## src/verilog/trim_regs_pkg.sv

```systemverilog
// Constants and carrier types for the sampling timing and offset trim bank.
package trim_regs_pkg;

  // --------------------------------------------------------------------------
  // Register bus geometry and register offsets
  // --------------------------------------------------------------------------
  localparam int          ADDR_W                = 12;
  localparam int          DATA_W                = 8;
  localparam logic [11:0] THIRD_FOR_FIRST_ADDR  = 12'h087;
  localparam logic [11:0] THIRD_FOR_SECOND_ADDR = 12'h088;
  localparam logic [11:0] SECOND_DUAL_ADDR      = 12'h089;
  localparam logic [11:0] INPUT_A_LO_ADDR       = 12'h08a;
  localparam logic [11:0] INPUT_A_HI_ADDR       = 12'h08b;
  localparam logic [11:0] INPUT_B_LO_ADDR       = 12'h08c;
  localparam logic [11:0] INPUT_B_HI_ADDR       = 12'h08d;
  localparam logic [11:0] CAL_STATUS_ADDR       = 12'h0f0;

  // --------------------------------------------------------------------------
  // Values after reset (factory trim defaults) and field layout
  // --------------------------------------------------------------------------
  localparam logic [7:0]  TIMING_TRIM_RST = 8'h80;
  localparam logic [15:0] OFFSET_TRIM_RST = 16'h0800;
  localparam int          OFFSET_W        = 12;
  localparam logic [15:0] OFFSET_FIELD    = 16'h0fff;
  localparam int          ST_FG_RUNNING   = 0;
  localparam int          ST_FOREGROUND_CALIBRATION_DONE      = 1;
  localparam int          ST_OS_EN        = 2;
  localparam int          ST_BG_EN        = 3;
  localparam int          ST_BGOS_EN      = 4;
  localparam int          ST_HALTED       = 5;

  // --------------------------------------------------------------------------
  // Carrier types
  // --------------------------------------------------------------------------
  typedef struct packed {
    logic [11:0] addr;
    logic [7:0]  wdata;
    logic        wr;
    logic        rd;
  } reg_req_s;

  typedef struct packed {
    logic foreground_calibration_running;
    logic foreground_calibration_done;
    logic offset_calibration_enable;
    logic background_calibration_enable;
    logic background_offset_calibration_enable;
    logic calibration_halted_flag;
  } cal_status_s;

  typedef struct packed {
    logic        valid;
    logic        to_input_b;
    logic [11:0] value;
  } cal_offset_load_s;

  typedef enum logic [2:0] {
    ROLE_NONE   = 3'b001,
    ROLE_FIRST  = 3'b010,
    ROLE_SECOND = 3'b100
  } third_role_e;

endpackage

```

## src/verilog/sample_timing_offset_trim_regs.sv

```systemverilog
// Timing and offset trim register bank for the converter cores.
//
// Decided for this implementation: the strobed register port.
`timescale 1ns/1ps
module sample_timing_offset_trim_regs
(
  input  wire logic                            clock,         // 125 MHz
  input  wire logic                            rst_n,         // Async reset
  input  wire trim_regs_pkg::reg_req_s         req,           // Bus request
  output logic [7:0]                           rd_data,       // Read data
  input  wire trim_regs_pkg::cal_status_s      cal,           // Cal state
  input  wire trim_regs_pkg::cal_offset_load_s cal_load,      // Cal update
  input  wire logic                            dual_mode,     // Dual-channel
  input  wire trim_regs_pkg::third_role_e      third_role,    // Third core use
  input  wire logic                            first_on_b,    // Core on input b
  output logic [7:0]                           second_timing, // Applied trim
  output logic [7:0]                           third_timing,  // Applied trim
  output logic                                 third_active,  // Third in use
  output logic [11:0]                          first_offset   // Unsigned trim
);

  // --------------------------------------------------------------------------
  // State
  // --------------------------------------------------------------------------
  typedef struct packed {
    logic [7:0]  third_for_first;
    logic [7:0]  third_for_second;
    logic [7:0]  second_dual;
    logic [15:0] input_a;
    logic [15:0] input_b;
    logic [7:0]  rdata;
    logic [7:0]  second_timing;
    logic [7:0]  third_timing;
    logic        third_active;
    logic [11:0] first_offset;
  } state_s;

  localparam state_s STATE_RST = '{
    third_for_first:  trim_regs_pkg::TIMING_TRIM_RST,
    third_for_second: trim_regs_pkg::TIMING_TRIM_RST,
    second_dual:      trim_regs_pkg::TIMING_TRIM_RST,
    input_a:          trim_regs_pkg::OFFSET_TRIM_RST,
    input_b:          trim_regs_pkg::OFFSET_TRIM_RST,
    rdata:            8'h00,
    second_timing:    trim_regs_pkg::TIMING_TRIM_RST,
    third_timing:     trim_regs_pkg::TIMING_TRIM_RST,
    third_active:     1'b0,
    first_offset:     trim_regs_pkg::OFFSET_TRIM_RST[11:0]
  };

  state_s state_q;
  state_s state_d;

  // --------------------------------------------------------------------------
  // Helpers
  // --------------------------------------------------------------------------
  // Replaces one byte of a sixteen-bit trim word.
  function automatic logic [15:0] merge_byte
  (
    input logic [15:0] old_word,
    input logic        high,
    input logic [7:0]  new_byte
  );
    logic [15:0] word;
    word = old_word;
    if (high)
    begin
      word[15:8] = new_byte;
    end
    else
    begin
      word[7:0] = new_byte;
    end
    return word;
  endfunction

  // Loads a calibration result into the field, keeping the upper bits.
  function automatic logic [15:0] load_field
  (
    input logic [15:0] old_word,
    input logic [11:0] value
  );
    return (old_word & ~trim_regs_pkg::OFFSET_FIELD) | {4'h0, value};
  endfunction

  // --------------------------------------------------------------------------
  // Next state
  // --------------------------------------------------------------------------
  always_comb
  begin
    logic [7:0] status;
    status = 8'h00;
    state_d = state_q;

    // Host writes; every trim is read/write at its own byte address.
    if (req.wr)
    begin
      unique case (req.addr)
        trim_regs_pkg::THIRD_FOR_FIRST_ADDR:
        begin
          state_d.third_for_first = req.wdata;
        end
        trim_regs_pkg::THIRD_FOR_SECOND_ADDR:
        begin
          state_d.third_for_second = req.wdata;
        end
        trim_regs_pkg::SECOND_DUAL_ADDR:
        begin
          state_d.second_dual = req.wdata;
        end
        trim_regs_pkg::INPUT_A_LO_ADDR, trim_regs_pkg::INPUT_A_HI_ADDR:
        begin
          state_d.input_a = merge_byte(state_q.input_a, req.addr[0],
                                       req.wdata);
        end
        trim_regs_pkg::INPUT_B_LO_ADDR, trim_regs_pkg::INPUT_B_HI_ADDR:
        begin
          state_d.input_b = merge_byte(state_q.input_b, req.addr[0],
                                       req.wdata);
        end
        default:
        begin
          state_d.input_b = state_q.input_b;
        end
      endcase
    end

    // Background offset calibration updates the field; in a cycle with a host
    // write to the same trim it wins, and the host byte is lost.
    if (cal_load.valid)
    begin
      if (cal_load.to_input_b)
      begin
        state_d.input_b = load_field(state_q.input_b,
                                     cal_load.value);
      end
      else
      begin
        state_d.input_a = load_field(state_q.input_a,
                                     cal_load.value);
      end
    end

    status[trim_regs_pkg::ST_FG_RUNNING] = cal.foreground_calibration_running;
    status[trim_regs_pkg::ST_FOREGROUND_CALIBRATION_DONE]    = cal.foreground_calibration_done;
    status[trim_regs_pkg::ST_OS_EN]      = cal.offset_calibration_enable;
    status[trim_regs_pkg::ST_BG_EN]      = cal.background_calibration_enable;
    status[trim_regs_pkg::ST_BGOS_EN]    =
      cal.background_offset_calibration_enable;
    status[trim_regs_pkg::ST_HALTED]     = cal.calibration_halted_flag;

    // Read data stand for exactly the cycle after the read strobe.
    state_d.rdata = 8'h00;
    if (req.rd)
    begin
      unique case (req.addr)
        trim_regs_pkg::THIRD_FOR_FIRST_ADDR:
        begin
          state_d.rdata = state_q.third_for_first;
        end
        trim_regs_pkg::THIRD_FOR_SECOND_ADDR:
        begin
          state_d.rdata = state_q.third_for_second;
        end
        trim_regs_pkg::SECOND_DUAL_ADDR:
        begin
          state_d.rdata = state_q.second_dual;
        end
        trim_regs_pkg::INPUT_A_LO_ADDR:
        begin
          state_d.rdata = state_q.input_a[7:0];
        end
        trim_regs_pkg::INPUT_A_HI_ADDR:
        begin
          state_d.rdata = state_q.input_a[15:8];
        end
        trim_regs_pkg::INPUT_B_LO_ADDR:
        begin
          state_d.rdata = state_q.input_b[7:0];
        end
        trim_regs_pkg::INPUT_B_HI_ADDR:
        begin
          state_d.rdata = state_q.input_b[15:8];
        end
        trim_regs_pkg::CAL_STATUS_ADDR:
        begin
          state_d.rdata = status;
        end
        default:
        begin
          state_d.rdata = 8'h00;
        end
      endcase
    end

    // Applied timing trims; outside dual-channel mode the third core is
    // handled by the single-channel trims and is idle here.
    state_d.second_timing = state_q.second_dual;
    state_d.third_active  = 1'b0;
    state_d.third_timing  = state_q.third_timing;
    if (dual_mode)
    begin
      unique case (third_role)
        trim_regs_pkg::ROLE_FIRST:
        begin
          state_d.third_timing = state_q.third_for_first;
          state_d.third_active = 1'b1;
        end
        trim_regs_pkg::ROLE_SECOND:
        begin
          state_d.third_timing = state_q.third_for_second;
          state_d.third_active = 1'b1;
        end
        trim_regs_pkg::ROLE_NONE:
        begin
          state_d.third_active = 1'b0;
        end
        default:
        begin
          state_d.third_active = 1'b0;
        end
      endcase
    end

    // Offset applied as a plain unsigned magnitude.
    state_d.first_offset = first_on_b ?
      state_q.input_b[trim_regs_pkg::OFFSET_W-1:0] :
      state_q.input_a[trim_regs_pkg::OFFSET_W-1:0];
  end

  // --------------------------------------------------------------------------
  // Registers
  // --------------------------------------------------------------------------
  always_ff @(posedge clock or negedge rst_n)
  begin
    if (!rst_n)
    begin
      state_q <= STATE_RST;
    end
    else
    begin
      state_q <= state_d;
    end
  end

  assign rd_data       = state_q.rdata;
  assign second_timing = state_q.second_timing;
  assign third_timing  = state_q.third_timing;
  assign third_active  = state_q.third_active;
  assign first_offset  = state_q.first_offset;

endmodule

```

## config.mk

```make
export PLATFORM = sky130hd
export DESIGN_NAME = sample_timing_offset_trim_regs
export DESIGN_NICKNAME = d
export VERILOG_FILES = /design/src/verilog/trim_regs_pkg.sv /design/src/verilog/sample_timing_offset_trim_regs.sv
export SDC_FILE = /design/constraint.sdc
export NUM_CORES = 1
export LEC_CHECK = 0
export ABC_AREA = 1
export BUFFER_PORTS_ARGS = -buffer_cell sky130_fd_sc_hd__buf_2
export CAP_MARGIN = 20
export CORE_UTILIZATION = 35
export CTS_CLUSTER_SIZE = 10
export DETAILED_ROUTE_END_ITERATION = 12
export GPL_ROUTABILITY_DRIVEN = 0
export GPL_TIMING_DRIVEN = 0
export PLACE_DENSITY = 0.59
export SLEW_MARGIN = 20
export SYNTH_ARGS = -nofsm -noshare
export SYNTH_HDL_FRONTEND = slang
export SYNTH_SLANG_ARGS = --single-unit
export TNS_END_PERCENT = 100
```

## constraint.sdc

```tcl
create_clock -name clock -period 1.2 [get_ports clock]
set_clock_uncertainty 0.15 [all_clocks]
set_input_delay 0.24 -clock clock [delete_from_list [all_inputs] [get_ports clock]]
set_output_delay 0.24 -clock clock [all_outputs]
set_load 0.02 [all_outputs]
```

# Yosys cells after proc, flatten, opt, wreduce, memory -nomap -nowiden
# Index checks and enable logic that the tools add are counted.
# Widths: inputs -> output; s select.
[word_totals] register_bits=93 elab_cells=46
[op_classes] n_eq_ne=10 mux=16 bitwise=2 n_reduce_logical=8
[ops] op="$eq 12x8->1 const B" n=8
[ops] op="$mux 16" n=4
[ops] op="$mux 32" n=2
[ops] op="$pmux 8 s8" n=1
[ops] op="$mux 8" n=5
[ops] op="$or 16x12->16" n=2
[ops] op="$pmux 8 s2" n=1
[ops] op="$mux 12" n=1
[ops] op="$reduce_and 2->1" n=4
[ops] op="$reduce_or 2->1" n=3
[ops] op="$eq 3x2->1 const B" n=1
[ops] op="$eq 3x3->1 const B" n=1
[ops] op="$mux 1" n=2
[ops] op="$reduce_bool 2->1" n=1

# Depth between registers and ports, before layout
[logic_depth] depth_word=6 ltp_mapped=11 depth_no_buf=11

# Least setup slack after synthesis
# Ideal clock, no wire load.
[synth_timing] kind="input -> register" startpoint="in req[12] in the netlist's numbering" endpoint="reg state_q[63] in the netlist's numbering" cell_stages=10 arrival_time_ps=1272 required_ps=933 path_buffers=0 slack_ps=-338 cell_sequence="inv_1 nand2_2 nor2_4 nand2_1 nand2_2 nand2_2 nor2_4 nand2_1 o21ai_1 inv_2"
[synth_rtl] item="start, declared" line_no="sample_timing_offset_trim_regs.sv:9" source="input wire trim_regs_pkg::reg_req_s req,"
[synth_rtl] item="end signal, assigned" line_no="sample_timing_offset_trim_regs.sv:242" source="state_q <= state_d;"
[synth_rtl] item="end, declared" line_no="sample_timing_offset_trim_regs.sv:51" source="state_s state_q;"

# Worst setup path after layout
[layout_timing] startpoint="in req[18] in the netlist's numbering" endpoint="reg state_q[49] in the netlist's numbering"
[layout_via] elab_chain_len=6 word_cells_on_any_way=7
[layout_lines] item="$eq 12x8->1" line_no="sample_timing_offset_trim_regs.sv:98" source="unique case (req.addr)"
[layout_lines] item="$reduce_or 2->1 (*)" line_no="sample_timing_offset_trim_regs.sv:98"
[layout_lines] item="$mux 16 (*)" line_no="sample_timing_offset_trim_regs.sv:98"
[layout_lines] item="$mux 32 (*)" line_no="sample_timing_offset_trim_regs.sv:96" source="if (req.wr)"
[layout_lines] item="$mux 16" line_no="sample_timing_offset_trim_regs.sv:132" source="if (cal_load.to_input_b)"
[layout_lines] item="$mux 32 (*)" line_no="sample_timing_offset_trim_regs.sv:130" source="if (cal_load.valid)"
# Every way passes the cells marked *; elsewhere a longest branch is shown, timed or not.
# A chain may end at the register's enable or synchronous reset.

==> impl_metrics.json <==
{
  "outcome": "complete, but fails checks",
  "failed_checks": "setup timing",
  "wl_mm": 16.7,
  "clkSinkCount": 93,
  "nets": 773,
  "cap_violations": 0,
  "synth_top_family_by_area": "simple AND/OR/NAND/NOR gates",
  "syn_avg_cell_area_um2": 8.03,
  "die_w_um": 120,
  "rr_endpoint": "rd_data[4]",
  "setup_viol": 100,
  "synthDistinctLibCells": 29,
  "ff_latch_area_um2": 2340,
  "pwr-share-seq_pct": 44.6,
  "hold_viol": 0,
  "place_hpwl_mm": 11.0,
  "final.fill_count": 1137,
  "period_share_pct": 119,
  "swShare_pct": 27.6,
  "grt_pass1_vias": 4757,
  "ys_warn_count": 0,
  "leakage_uw": 0.00338,
  "yosys.area.top_type": "dfrtp_1",
  "ff2ff_path_depth": 6,
  "num_vias": 4847,
  "detail_route.first_pass.iterations": 5,
  "path_clk_slew_ns": 0.06,
  "dp_slack_ns": -0.799,
  "grt_max_degree": 73,
  "internal_power_uw": 5780,
  "worst_pin_slew_ns": 0.683,
  "grt_pass1_wl_mm": 25.4,
  "total_power_uw": 7990,
  "antenna_cells": 0,
  "track_usage_pct": 23.3,
  "synth_compound_area_share_pct": 9.67,
  "netSwitchingPower_uw": 2200,
  "design_area_um2": 7240,
  "via_per_inst": 5.36,
  "dp.cells": 864,
  "synth_common_cells": "nand2_1 (131), dfrtp_1 (85), nand3_1 (69), nor2_1 (66), inv_1 (54)",
  "synth_fa_ha_area_share_pct": 0,
  "cp.required_ns": 1.29,
  "timing.rr.start": "state_q[57]",
  "slew_violations": 0,
  "endpoint": "state_q[49]",
  "ff2ff_setup_slack_ns": 0,
  "cp.arrival_ns": 1.52,
  "vdd_drop_max_v": 0.000685,
  "yosysSeqAreaShare_pct": 48.3,
  "rsz0062_at_grt": "true",
  "synth_edf_count": 0,
  "ys_async_sr_fraction_pct": 100,
  "synth_xor_area_share_pct": 0,
  "rows": 42,
  "start_util_pct": 36.3,
  "fin_cells": 905,
  "synthFlopType": "dfrtp_1",
  "ys_ff_latch": 93,
  "syn_to_final_growth_pct": 49.7,
  "max_freq_mhz": 699,
  "pwr-share-comb_pct": 17.9,
  "worst_slack_ns": -0.230,
  "synthCells": 603,
  "ant_nets": 0,
  "hold_class": "input pin to register",
  "cts_tree": "done",
  "yosysMostFrequentCell": "nand2_1",
  "htree_levels": 3,
  "antenna_found_initial": 0,
  "worst_setup_path_start_kind": "input pin",
  "startpoint": "req[18]",
  "cts-root-buf": "clkbuf_16",
  "syn-num-nets": 652,
  "wl_per_cell_um": 18.5,
  "synth_top_area_share_pct": 43.9,
  "io_buffer_count": 84,
  "synth.top_cells.by_area": "dfrtp_1 (44%), nand2_1 (10%), nand3_1 (7.1%)",
  "dpl_cell_area_um2": 5600,
  "drc": 0,
  "netlist_area_um2": 4840,
  "numCtsBuffers": 9,
  "die_h_um": 120,
  "timing.max_slew.rel_slack_pct": 54.4,
  "power_density_nw_per_um2": 1100,
  "ioPinCount": 86,
  "clk_latency_ns": 0.36,
  "overflow": 0,
  "end_kind": "register",
  "first_iter_violations": 458,
  "drive_gt1_share_pct": 44.9,
  "worstPathMaxFanout": 5,
  "power.share.clock_pct": 37.4,
  "fin_setup_tns_ns": -11.99,
  "worstSetupPathType": "input pin to register",
  "synth-simple-area-share_pct": 29.0,
  "muxShareOfSynthArea_pct": 1.16,
  "clockBufferDepth": 2,
  "multi_input_area_um2": 2560,
  "fp.dieArea_um2": 14300,
  "period_minus_slack_ns": 1.43,
  "coreArea_um2": 13300
}
-- layer usage --
metal  share of wire (%)  GRT usage, %  wire length [um]  vias up
met1                  41          32.4              6880     2316
met5                   0             0                 0        -
met2                  46          35.5              7760      286
met3                 8.3          4.28              1380       60
met4                 4.1          9.53               690        0
li1                    -             -                 -     2185
-- critical path, stage by stage --
cell     delay (ns)
buf_6          0.10
nor2_4         0.11
nand2_4        0.09
nor2_4         0.24
buf_6          0.14
o21ai_4        0.11
nor3_2         0.25
nand2_1        0.12
o21a_1         0.12
-- cells in the final DEF, fill, tap and decap left out, types with 13 or more instances in the layout --
| cell type | Yosys | final |
|---|---|---|
| nand2_2 | 8 | 27 |
| buf_4 | 40 | 24 |
| nor2_1 | 66 | 46 |
| buf_2 | 3 | 36 |
| nor2_4 | 7 | 20 |
| o21ai_2 | 1 | 13 |
| nand3_2 | 1 | 23 |
| buf_6 | 0 | 77 |
| nand2_4 | 0 | 17 |
| dfrtp_1 | 85 | 85 |
| nand4_1 | 21 | 21 |
| o21ai_1 | 4 | 24 |
| nand3_1 | 69 | 45 |
| inv_1 | 54 | 48 |
| nand2_1 | 131 | 92 |
-- power by group through the flow --
stage                     clock (uW)  combinational [uW]  sequential (uW)
final                           2990                1430             3560
after global routing            3120                1530             3580
after floorplan                    0                 729             3520
after global placement             0                1120             3570
after detailed placement           0                1160             3580
after CTS                       2990                1300             3560
-- registers in the layout (all words and copies together) (netlist names) --
register and cells:
rd_data 8, first_offset 12, state_d 8, second_timing 8, third_active 1, state_q 48, third_timing 8
-- worst min path at each step --
stage	start	end	slack, ns	cells past startpoint
finish	cal_load[5]	state_q[58]	0.01	3
global route	cal_load[3]	state_q[40]	0.03	3
CTS	cal_load[0]	state_q[37]	0.03	3
detailed placement	rst_n	first_offset[3]	-0.05	1
global placement	state_d[28]	second_timing[7]	0.23	0
floorplan	rst_n	first_offset[0]	-0.21	0
-- area by class of cell --
| cell class | instances | area share (%) |
|---|---|---|
| Buffer | 16 | 2.18 |
| Sequential cell | 93 | 32.3 |
| Tap cell | 176 | 3.04 |
| Multi-Input combinational cell | 399 | 35.3 |
| Inverter | 59 | 3.51 |
| Clock inverter | 3 | 0.587 |
| Timing Repair Buffer | 146 | 19.4 |
| Clock buffer | 13 | 3.73 |
-- per-stage QoR --
stage	hold WS, ns	utilization (%)
3_3_place_gp	0.235	41.7
2_1_floorplan	-0.206	-
4_1_cts	0.0265	51.5
5_1_grt	0.0318	54.3
6_report	0.0119	54.3
3_5_place_dp	-0.0466	42.0
-- timing repair --
| action | CTS | global route |
|---|---|---|
| hold buffers | 6 | 0 |
| resized for setup | 239 | 93 |
| setup endpoints to repair | 110 | 101 |
| endpoints found under the hold margin | 94 | 0 |
| setup buffers | 41 | 8 |
| pin swaps | 60 | 49 |
| cloned | 7 | 1 |
-- cells by family after synthesis --
family,count (synthesis)
AO/OA/AOI/OAI,85
AND/OR/NAND/NOR,308
buffers and inverters,112
multiplexers,5
flip-flops,93
(Power assumes the default switching activity.)
